**config.mk**
```make
export PLATFORM = sky130hd
export DESIGN_NAME = cild_decode
export DESIGN_NICKNAME = d
export VERILOG_FILES = /design/src/cild_decode.v
export VERILOG_INCLUDE_DIRS = /design/src
export SDC_FILE = /design/constraint.sdc
export NUM_CORES = 1
export LEC_CHECK = 0
export ABC_AREA = 1
export BUFFER_PORTS_ARGS = -buffer_cell sky130_fd_sc_hd__clkbuf_2
export CORE_UTILIZATION = 55
export CTS_BUF_LIST = sky130_fd_sc_hd__clkbuf_4 sky130_fd_sc_hd__clkbuf_8 sky130_fd_sc_hd__clkbuf_16
export DETAILED_ROUTE_END_ITERATION = 6
export PLACE_DENSITY = 0.76
export SLEW_MARGIN = 0
export SYNTH_ARGS = -nofsm -noshare
export SYNTH_HDL_FRONTEND = slang
export SYNTH_SLANG_ARGS = --single-unit
```
**constraint.sdc**
```tcl
create_clock -name clk_in -period 4.8 [get_ports clk_in]
set_input_delay 0.48 -clock clk_in [delete_from_list [all_inputs] [get_ports clk_in]]
set_output_delay 0.48 -clock clk_in [all_outputs]
set_load 0.01 [all_outputs]
```
**src/cild_regs.vh**
```
// Purpose: constants for the compressed load/store and branch-exchange decoder
// Assumes: 16-bit instruction words, 32-bit registers and addresses
// Notes: opcode prefixes are matched on the top bits of the instruction
`ifndef CILD_REGS_VH
`define CILD_REGS_VH

// instruction class prefixes
`define CILD_F5_TOP 6'h11
`define CILD_F6_TOP 5'h09
`define CILD_F78_TOP 4'h5
`define CILD_F9_TOP 3'h3

// high-register operation codes
`define CILD_OP_ADD 2'h0
`define CILD_OP_CMP 2'h1
`define CILD_OP_MOV 2'h2
`define CILD_OP_BX 2'h3

// transfer sizes on the memory port
`define CILD_SZ_BYTE 2'h0
`define CILD_SZ_HALF 2'h1
`define CILD_SZ_WORD 2'h2

// program counter operand handling
`define CILD_PC_AHEAD 32'h0000_0004
`define CILD_PC_INDEX 4'hf

// flag vector bit positions
`define CILD_FLAG_N 3
`define CILD_FLAG_Z 2
`define CILD_FLAG_C 1
`define CILD_FLAG_V 0

// instruction state after reset: 0 = 32-bit state
`define CILD_STATE_RESET 1'b0

`endif

```
**src/cild_decode.v**
```verilog
// Purpose: decode and sequence compressed branch-exchange, high-register and load/store instructions
// Assumes: register file reads combinationally from the flopped select outputs;
//          memory read data arrives right-aligned in the low bits
// Notes: one instruction in flight; instr_valid_in is taken only while ready_out is high
//        a done from memory in the issue cycle itself is ignored, the request flops a cycle later
//        a branch through the pc from a non-word-aligned address is not trapped; software must avoid it
//        undefined encodings only pulse undefined_out; no register, flag or state changes
// Contract
// RQ1: branch_exchange jumps; target bit0 selects state
// RQ2: branch_exchange with dest_high_flag set is undefined
// RQ3: program_counter_reg operand reads address+4, bit0 clear
// RQ4: branch_exchange via pc when unaligned: unpredictable
// RQ5: pc load adds pc_offset_field times four
// RQ6: pc load base is address+4, bit1 clear
// RQ7: register offset address is base plus index
// RQ8: register-offset way/size pick word/byte load/store
// RQ9: store_half writes source bits 0-15
// RQ10: load_half zero-fills bits 16-31
// RQ11: load_signed_byte copies bit 7 upward
// RQ12: load_signed_half copies bit 15 upward
// RQ13: immediate transfer adds imm_offset_field to base
// RQ14: immediate word offset is field times four
// RQ15: cycle count same as 32-bit equivalent
// RQ16: high add and move keep flags
// RQ17: only high compare updates status_flags_reg
// RQ18: load_byte zero-fills, byte store writes bits 0-7
`include "cild_regs.vh"

module cild_decode (
  input wire clk_in,
  input wire reset_in,
  input wire instr_valid_in,
  input wire [15:0] instr_in,
  input wire [31:0] instr_addr_in,
  input wire [31:0] reg_a_val_in,
  input wire [31:0] reg_b_val_in,
  input wire [31:0] reg_d_val_in,
  input wire [31:0] mem_rdata_in,
  input wire mem_done_in,
  output reg ready_out,
  output reg [3:0] reg_a_sel_out,
  output reg [3:0] reg_b_sel_out,
  output reg [3:0] reg_d_sel_out,
  output reg mem_req_out,
  output reg mem_write_out,
  output reg [1:0] mem_size_out,
  output reg [31:0] mem_addr_out,
  output reg [31:0] mem_wdata_out,
  output reg wb_en_out,
  output reg [3:0] wb_reg_out,
  output reg [31:0] wb_data_out,
  output reg branch_out,
  output reg [31:0] branch_target_out,
  output reg state_compressed_out,
  output reg flags_we_out,
  output reg [3:0] flags_out,
  output reg undefined_out
);

  localparam [2:0] ST_IDLE = 3'b001;
  localparam [2:0] ST_OPER = 3'b010;
  localparam [2:0] ST_MEM = 3'b100;

  reg [2:0] state;
  reg [15:0] instr;
  reg [31:0] pc_ahead;
  reg load_signed;
  reg [1:0] load_size;

  // instruction fields
  wire is_f5 = (instr[15:10] == `CILD_F5_TOP);
  wire is_f6 = (instr[15:11] == `CILD_F6_TOP);
  wire is_f78 = (instr[15:12] == `CILD_F78_TOP);
  wire is_f8 = is_f78 & instr[9];
  wire is_f9 = (instr[15:13] == `CILD_F9_TOP);
  wire [1:0] hi_op = instr[9:8];
  wire dest_high_flag = instr[7];
  wire src_high_flag = instr[6];
  wire [7:0] pc_offset_field = instr[7:0];
  wire [4:0] imm_offset_field = instr[10:6];

  // program counter substitution for any operand that names it
  wire [31:0] pc_operand = {pc_ahead[31:1], 1'b0}; // [RQ3]
  wire [31:0] val_a = (reg_a_sel_out == `CILD_PC_INDEX) ? pc_operand : reg_a_val_in;
  wire [31:0] val_b = (reg_b_sel_out == `CILD_PC_INDEX) ? pc_operand : reg_b_val_in;
  wire [31:0] val_d = (reg_d_sel_out == `CILD_PC_INDEX) ? pc_operand : reg_d_val_in;

  // high-register arithmetic
  wire [31:0] hi_sum = val_d + val_a;
  wire [32:0] hi_diff = {1'b0, val_d} - {1'b0, val_a};
  wire hi_ovf = (val_d[31] ^ val_a[31]) & (val_d[31] ^ hi_diff[31]);
  wire hi_dest_pc = ({dest_high_flag, instr[2:0]} == `CILD_PC_INDEX);

  // add/move result; move passes the source through untouched
  reg [31:0] next_hi_result;
  always @*
  begin
    case (hi_op)
      `CILD_OP_ADD:
        next_hi_result = hi_sum;
      default:
        next_hi_result = val_a;
    endcase
  end

  // compare flags; carry is the inverse of the borrow out of the subtraction
  reg [3:0] next_flags;
  always @*
  begin
    next_flags = 4'h0;
    next_flags[`CILD_FLAG_N] = hi_diff[31];
    next_flags[`CILD_FLAG_Z] = (hi_diff[31:0] == 32'h0000_0000);
    next_flags[`CILD_FLAG_C] = ~hi_diff[32];
    next_flags[`CILD_FLAG_V] = hi_ovf;
  end

  // effective addresses
  wire [31:0] pc_base = {pc_ahead[31:2], 2'b00}; // [RQ6]
  wire [31:0] pc_addr = pc_base + {22'h00_0000, pc_offset_field, 2'b00}; // [RQ5]
  wire [31:0] reg_addr = val_a + val_b; // [RQ7]
  wire [31:0] imm_scaled = instr[12] ? {27'h000_0000, imm_offset_field}
                                     : {25'h000_0000, imm_offset_field, 2'b00}; // [RQ14]
  wire [31:0] imm_addr = val_a + imm_scaled; // [RQ13]

  // transfer decode; the sign/half form uses bit 10 for signed and bit 11 for halfword
  wire xfer_byte = is_f9 ? instr[12] : instr[10];
  wire [1:0] xfer_size = xfer_byte ? `CILD_SZ_BYTE : `CILD_SZ_WORD; // [RQ8]
  wire f8_store = ~instr[10] & ~instr[11];
  wire f8_byte = instr[10] & ~instr[11];
  wire [1:0] f8_size = f8_byte ? `CILD_SZ_BYTE : `CILD_SZ_HALF;

  // operand selects; the high-register form carries a fourth select bit per operand
  reg [3:0] next_sel_a;
  reg [3:0] next_sel_b;
  reg [3:0] next_sel_d;
  always @*
  begin
    if (instr_in[15:10] == `CILD_F5_TOP)
    begin
      next_sel_a = {instr_in[6], instr_in[5:3]};
      next_sel_b = 4'h0;
      next_sel_d = {instr_in[7], instr_in[2:0]};
    end
    else
    begin
      // low registers only; index_reg is limited to 0-7 [RQ7]
      next_sel_a = {1'b0, instr_in[5:3]};
      next_sel_b = {1'b0, instr_in[8:6]};
      next_sel_d = {1'b0, instr_in[2:0]};
    end
  end

  // load data extension
  reg [31:0] next_load_data;
  always @*
  begin
    next_load_data = mem_rdata_in;
    case (load_size)
      `CILD_SZ_BYTE:
      begin
        if (load_signed)
          next_load_data = {{24{mem_rdata_in[7]}}, mem_rdata_in[7:0]}; // [RQ11]
        else
          next_load_data = {24'h00_0000, mem_rdata_in[7:0]}; // [RQ18]
      end
      `CILD_SZ_HALF:
      begin
        if (load_signed)
          next_load_data = {{16{mem_rdata_in[15]}}, mem_rdata_in[15:0]}; // [RQ12]
        else
          next_load_data = {16'h0000, mem_rdata_in[15:0]}; // [RQ10]
      end
      default:
        next_load_data = mem_rdata_in;
    endcase
  end

  // store data narrowing; upper bits zero so the memory side never sees stale lanes
  function [31:0] narrow;
    input [1:0] size;
    input [31:0] data;
    begin
      case (size)
        `CILD_SZ_BYTE: narrow = {24'h00_0000, data[7:0]}; // [RQ18]
        `CILD_SZ_HALF: narrow = {16'h0000, data[15:0]}; // [RQ9]
        default: narrow = data;
      endcase
    end
  endfunction

  // the same state walk serves both instruction states, so timing matches [RQ15]
  always @(posedge clk_in)
  begin
    if (reset_in)
    begin
      state <= ST_IDLE;
      instr <= 16'h0000;
      pc_ahead <= 32'h0000_0000;
      load_signed <= 1'b0;
      load_size <= `CILD_SZ_WORD;
      ready_out <= 1'b1;
      reg_a_sel_out <= 4'h0;
      reg_b_sel_out <= 4'h0;
      reg_d_sel_out <= 4'h0;
      mem_req_out <= 1'b0;
      mem_write_out <= 1'b0;
      mem_size_out <= `CILD_SZ_WORD;
      mem_addr_out <= 32'h0000_0000;
      mem_wdata_out <= 32'h0000_0000;
      wb_en_out <= 1'b0;
      wb_reg_out <= 4'h0;
      wb_data_out <= 32'h0000_0000;
      branch_out <= 1'b0;
      branch_target_out <= 32'h0000_0000;
      state_compressed_out <= `CILD_STATE_RESET;
      flags_we_out <= 1'b0;
      flags_out <= 4'h0;
      undefined_out <= 1'b0;
    end
    else
    begin
      wb_en_out <= 1'b0;
      branch_out <= 1'b0;
      flags_we_out <= 1'b0;
      undefined_out <= 1'b0;
      case (state)
        ST_IDLE:
        begin
          if (instr_valid_in)
          begin
            instr <= instr_in;
            pc_ahead <= instr_addr_in + `CILD_PC_AHEAD; // [RQ3]
            ready_out <= 1'b0;
            state <= ST_OPER;
            reg_a_sel_out <= next_sel_a;
            reg_b_sel_out <= next_sel_b;
            reg_d_sel_out <= next_sel_d;
          end
        end
        ST_OPER:
        begin
          state <= ST_IDLE;
          ready_out <= 1'b1;
          if (is_f5)
          begin
            wb_reg_out <= {dest_high_flag, instr[2:0]};
            case (hi_op)
              `CILD_OP_ADD, `CILD_OP_MOV:
              begin
                if (!dest_high_flag && !src_high_flag)
                  undefined_out <= 1'b1;
                else if (hi_dest_pc)
                begin
                  // writing the pc branches without a state change or flag update [RQ16]
                  branch_out <= 1'b1;
                  branch_target_out <= {next_hi_result[31:1], 1'b0};
                end
                else
                begin
                  wb_en_out <= 1'b1; // [RQ16]
                  wb_data_out <= next_hi_result;
                end
              end
              `CILD_OP_CMP:
              begin
                if (!dest_high_flag && !src_high_flag)
                  undefined_out <= 1'b1;
                else
                begin
                  flags_we_out <= 1'b1; // [RQ17]
                  flags_out <= next_flags;
                end
              end
              default:
              begin
                if (dest_high_flag)
                  undefined_out <= 1'b1; // [RQ2]
                else
                begin
                  // an unaligned pc target is passed through as is; outcome is left open [RQ4]
                  branch_out <= 1'b1;
                  branch_target_out <= {val_a[31:1], 1'b0}; // [RQ1]
                  state_compressed_out <= val_a[0]; // [RQ1]
                end
              end
            endcase
          end
          else if (is_f6 || is_f78 || is_f9)
          begin
            state <= ST_MEM;
            ready_out <= 1'b0;
            mem_req_out <= 1'b1;
            wb_reg_out <= is_f6 ? {1'b0, instr[10:8]} : {1'b0, instr[2:0]};
            if (is_f6)
            begin
              mem_write_out <= 1'b0;
              mem_size_out <= `CILD_SZ_WORD;
              mem_addr_out <= pc_addr; // [RQ5]
              load_size <= `CILD_SZ_WORD;
              load_signed <= 1'b0;
            end
            else if (is_f8)
            begin
              mem_write_out <= f8_store; // [RQ9]
              mem_size_out <= f8_size;
              mem_addr_out <= reg_addr; // [RQ7]
              mem_wdata_out <= narrow(`CILD_SZ_HALF, val_d); // [RQ9]
              load_size <= f8_size;
              load_signed <= instr[10]; // [RQ11] [RQ12]
            end
            else
            begin
              // way is bit 11, size is bit 10 (f7) or bit 12 (f9)
              mem_write_out <= ~instr[11]; // [RQ8]
              mem_size_out <= xfer_size; // [RQ8]
              mem_addr_out <= is_f9 ? imm_addr : reg_addr; // [RQ13]
              mem_wdata_out <= narrow(xfer_size, val_d); // [RQ18]
              load_size <= xfer_size;
              load_signed <= 1'b0; // [RQ18]
            end
          end
          else
            undefined_out <= 1'b1;
        end
        ST_MEM:
        begin
          if (mem_done_in)
          begin
            mem_req_out <= 1'b0;
            state <= ST_IDLE;
            ready_out <= 1'b1;
            if (!mem_write_out)
            begin
              wb_en_out <= 1'b1;
              wb_data_out <= next_load_data;
            end
          end
        end
        default:
        begin
          state <= ST_IDLE;
          ready_out <= 1'b1;
          mem_req_out <= 1'b0;
        end
      endcase
    end
  end

endmodule

```
Word-level counts from Yosys, hierarchy flattened

Index checks and enable logic that the tools add are counted.

$add $sub $neg: 6
Eq/ne operators: 28
Mux-type cells: 69
Bitwise operators: 17
Reductions and logical operators: 26

Operators with widths:

| kind                                                            | count |
|---|---|
| 32-bit two-way mux                                              | 19 |
| 32-bit case mux with 2 select lines                             | 4 |
| 32-bit adder                                                    | 2 |
| 32-bit by 32-bit subtractor with 33-bit output                  | 1 |
| 32-bit by 10-bit adder with 32-bit output                       | 1 |
| 32-bit by 3-bit adder with 32-bit output, second input constant | 1 |
| 32-bit by 7-bit adder with 32-bit output                        | 1 |
| 32-bit logical NOT                                              | 1 |
| 1-bit two-way mux                                               | 27 |
| 2-bit != test, second input constant                            | 10 |
| 3-bit two-way mux                                               | 6 |
| 4-bit == test, second input constant                            | 4 |
| 4-bit two-way mux                                               | 4 |
| 4-bit AND reduction                                             | 4 |
| 6-bit by 5-bit == test with 1-bit output, second input constant | 2 |
| 1-bit inverter                                                  | 11 |
| 3-bit case mux with 3 select lines                              | 1 |
| 7-bit two-way mux                                               | 1 |
| 7-bit AND reduction                                             | 1 |
| 2-bit by 1-bit == test with 1-bit output, second input constant | 3 |
| 3-bit by 2-bit == test with 1-bit output, second input constant | 2 |
| 2-bit logical NOT                                               | 3 |
| 2-bit two-way mux                                               | 3 |
| 1-bit case mux with 3 select lines                              | 2 |
| 19 further kinds                                                | 32 |

Bits in registers: 210
Output and inout port bits: 158
Logic and storage cells: 168

Longest topological paths before layout

Depth in word-level cells: 9
Gate-level depth with buffers: 30
Gate-level depth less buffers: 26

Worst setup path after synthesis

Ideal clock, no wire load.

Path type: reg-to-reg
From: register reg_a_sel_out[3]
To: register mem_addr_out[18]
Setup time: 70 ps
Arrival time: 3731 ps
Setup slack: 999 ps
Cell stages (with the launch flop): 20
Path buffers: 3
Clock period less this slack: 3801 ps
Cell sequence: dfxtp_1 -> nand2_1 -> nor2_4 -> buf_6 -> buf_12 -> buf_4 -> o21ai_0 -> inv_1 -> fa_1 -> o21ai_1 -> a21boi_0 -> o21ai_1 -> a21oi_1 -> o21ai_1 -> and2_1 -> nor2_1 -> or2_0 -> nand3_1 -> nand3_1 -> a21oi_1

Word-level cells in the longest chain between the ends: 6
Elaborated cells between the ends (all ways): 7

Ends and longest elaborated chain:

| item                                                                            | RTL line                             | source |
|---|---|---|
| start: declaration                                                              | cild_decode.v:41                     | `output reg [3:0] reg_a_sel_out,` |
| start signal: assignment                                                        | cild_decode.v:235                    | `reg_a_sel_out <= next_sel_a;` |
| 4-bit == test (no source line) (*)                                              | n/a                                  |  |
| 32-bit two-way mux (*)                                                          | cild_decode.v:84                     | `` wire [31:0] val_a = (reg_a_sel_out == `CILD_PC_INDEX) ? pc_operand : reg_a_val_in; `` |
| 32-bit adder / 32-bit by 7-bit adder with 32-bit output (equally long branches) | cild_decode.v:120, cild_decode.v:123 |  |
| 32-bit two-way mux                                                              | cild_decode.v:316                    | `mem_addr_out <= is_f9 ? imm_addr : reg_addr;` |
| 32-bit two-way mux (*)                                                          | cild_decode.v:302                    | `else if (is_f8)` |
| 32-bit two-way mux (*)                                                          | cild_decode.v:294                    | `if (is_f6)` |
| end signal: assignment                                                          | cild_decode.v:298                    | `mem_addr_out <= pc_addr;` |
| end signal: assignment                                                          | cild_decode.v:306                    | `mem_addr_out <= reg_addr;` |
| end signal: assignment                                                          | cild_decode.v:316                    |  |
| end: declaration                                                                | cild_decode.v:47                     | `output reg [31:0] mem_addr_out,` |

Mark *: on every way between the ends. The rest lies on a longest branch, timed or not.
A chain may end at the register's enable or synchronous reset.

Worst setup path after layout

From: register reg_a_sel_out[0]
To: register mem_addr_out[17]

Same word-level chain as after synthesis.

==> qor.yml <==
run_status:
  status: "complete, no violations"
finish:
  diodes: 0
  instances_no_fill: 3770
  drive_gt1_frac: 0.169
  fin_nets: 3602
  fillerInstances: 3088
  area_growth_syn_to_layout_pct: 14.7
  design_area_um2: 20900
  layout_common_cells: "716 x nand2_1, 379 x inv_1, 333 x clkbuf_2"
  layout_commonest_cell: "nand2_1"
clock_network:
  cts_tree: "done"
  clockBufferDepth: 2
  post_cts_buffers: 0
  cts.htree.levels: 4
  clk_latency_ns: 0.48
  cts_buffers: 17
  clkSlewWorstSetupHoldPaths_ns: 0.08
  cts_resized: 0
  cts_hold_buf: 0
  root_buffer: "clkbuf_16"
  cts_sinks: 200
timing:
  fin_tns_setup_ns: 0
  setup_viol: 0
  timing.hold.ws_ns: 0.231
  fmax_mhz: 227
  drv_slew: 0
  tightestPinTransition_ns: 1.34
  period_share: 0.916
  min_period_ns: 4.40
  hold_violations: 0
  max_slew_margin: 0.104
  rsz0062_at_grt: "no"
  finClkSkew_ns: 0.0248
worst_setup_path:
  endpoint_kind: "flip-flop"
  critPathMaxStageDelay_ns: 0.55
  critPathKind: "reg2reg"
  cpLargestDelayFamily: "compound AO/OA/AOI/OAI gates"
  path_buf_inv: 1
  slowest_stage: "o21ai_0"
  worstPathArrival_ns: 4.72
  critPathLaunchType: "flip-flop"
  worstPathMaxFanout: 58
  crit_path_cell_trace: "nand2_1 -> nor2_4 -> buf_12 -> o21ai_0 -> ha_1 -> nand2_1 -> o21ai_0 -> nand2_2 -> nor2_1 -> nand3_1 -> o221ai_1 -> o21ai_0 -> nand2_1 -> a31oi_1"
  crit_required_ns: 5.12
detailed_routing:
  drt-wirelength-per-cell_um: 20.8
  drcViolationCount: 0
  drt-initial-drc-count: 2981
  dr.pass1.iters: 6
  vias_per_cell: 6.01
  vias: 22700
  postRouteAntennaNets: 0
  routed_wl_um: 78300
pwr:
  clockPowerShare: 0.303
  swShare: 0.401
  power_switching_mw: 2.00
  power.internal_mw: 2.98
  vdd_ir_drop_max_mv: 0.261
  p_total_mw: 4.98
  p_comb_frac: 0.342
  total_leakage_power_nw: 10.5
  seqPwrFrac: 0.355
  power_density_nw_per_um2: 239
die:
  die_x_um: 184
  core_um2: 32500
  dieArea_um2: 33800
  io_pins: 338
  initial_core_util: 0.559
  rows: 66
  die_y_um: 184
placed_design:
  place_area_um2: 20300
  dpl.hpwl_um: 63300
  dp_cells: 3738
  port_buffers: 334
  gp_congestion: 1.12
logic_synthesis:
  syn_avg_cell_area_um2: 6.01
  ys.flop_type: "dfxtp_1"
  ys_async_sr_fraction: 0
  synth-edff-count: 0
  synth.ff_latch_count: 200
  seq_area_frac_synth: 0.220
  syn_area_um2: 18200
  yosys.area.top_type: "dfxtp_1"
  synthCells: 3029
  synth.distinct_cells: 65
  synth.yosys.warnings: 0
  synth.area.top_cells: "dfxtp_1 22%, nand2_1 15%, a21oi_1 8.9%"
  netlist.area_leader.share: 0.220
global_route:
  grt_max_degree: 82
  grt_use_total: 0.459
  grt_pass1_vias: 21200
  antenna_found_initial: 4
  grt_pass1_wl_um: 118000
  overflow: 0
job:
  cap_violations: 0
hold_path:
  min_path_type: "in2reg"
==> tightest hold or removal path: stages <==
cell,delay [ns]
clkbuf_2,0.08
nand2_1,0.05
a21oi_1,0.05
==> cell type report <==
cell class	instances	area (um^2)	area share
flip-flops and latches	200	4000	0.192
well taps	442	553	0.0265
clock inverters	13	153	0.00731
repair buffers	387	2100	0.100
clock buffers	19	447	0.0214
multi-input cells	2304	12100	0.580
inverters	405	1520	0.0728
==> per-layer routing <==
layer / routed length [um] / part of all wire / vias up / track usage
met5: 23 / 0.00029 / - / 0
met4: 5180 / 0.066 / 4 / 0.276
met3: 8570 / 0.11 / 335 / 0.0975
met2: 34000 / 0.43 / 1528 / 0.718
met1: 30600 / 0.39 / 10300 / 0.579
li1: - / - / 10500 / -
==> synthesized netlist by cell type (20+ instances only) <==
cell type / number
xor2_1: 46
nand2_1: 717
ha_1: 102
nand4_1: 47
nor2_1: 266
o211ai_1: 31
a21oi_1: 322
inv_2: 20
nor3_1: 42
a31oi_1: 26
o21ai_0: 244
o21ai_1: 30
xnor2_1: 21
inv_1: 380
nand2_2: 50
clkbuf_1: 84
nand3_1: 214
dfxtp_1: 200
==> registers in the layout, summed over array words and instances, names as in the netlist <==
signal / count
mem_addr_out: 32
mem_wdata_out: 32
wb_data_out: 32
branch_target_out: 31
pc_ahead: 31
instr: 10
flags_out: 4
reg_a_sel_out: 4
reg_d_sel_out: 4
wb_reg_out: 4
reg_b_sel_out: 3
load_size: 2
state: 2
branch_out: 1
flags_we_out: 1
load_signed: 1
mem_req_out: 1
mem_write_out: 1
ready_out: 1
state_compressed_out: 1
undefined_out: 1
wb_en_out: 1
==> through the flow <==
stage | utilization | worst slack, ns
after floorplan | - | 0.999
after global placement | 0.623 | 0.663
after detailed placement | 0.623 | 0.664
after CTS | 0.642 | 0.619
after global routing | 0.642 | 0.204
final | 0.642 | 0.401
==> path summary, 6_finish.rpt <==
path / end / cells after the start / slack [ns] / from
max reg2reg: mem_addr_out[17] / 14 / 0.40 / reg_a_sel_out[0]
max: mem_addr_out[17] / 14 / 0.40 / reg_a_sel_out[0]
min: reg_d_sel_out[0] / 3 / 0.23 / instr_in[0]
min reg2reg: instr[14] / 2 / 0.46 / instr[14]
==> power groups by stage <==
stage	registers (mW)	clock network [mW]	logic, mW
after CTS	1.76	1.50	1.63
after floorplan	1.78	0	1.05
after detailed placement	1.80	0	1.62
after global placement	1.80	0	1.59
final	1.77	1.51	1.70
after global routing	1.77	1.57	1.84
==> cell families after synthesis <==
| kind of cell | after synthesis | share of synthesized area |
|---|---|---|
| flip-flops | 200 | 0.220 |
| buffers and inverters | 526 | 0.116 |
| XOR/XNOR | 67 | 0.0322 |
| adder cells (fa/ha/maj) | 107 | 0.0756 |
| AO/OA/AOI/OAI | 723 | 0.219 |
| other | 1 | 0.000206 |
| AND/OR/NAND/NOR | 1405 | 0.337 |
(Power assumes the default switching activity.)
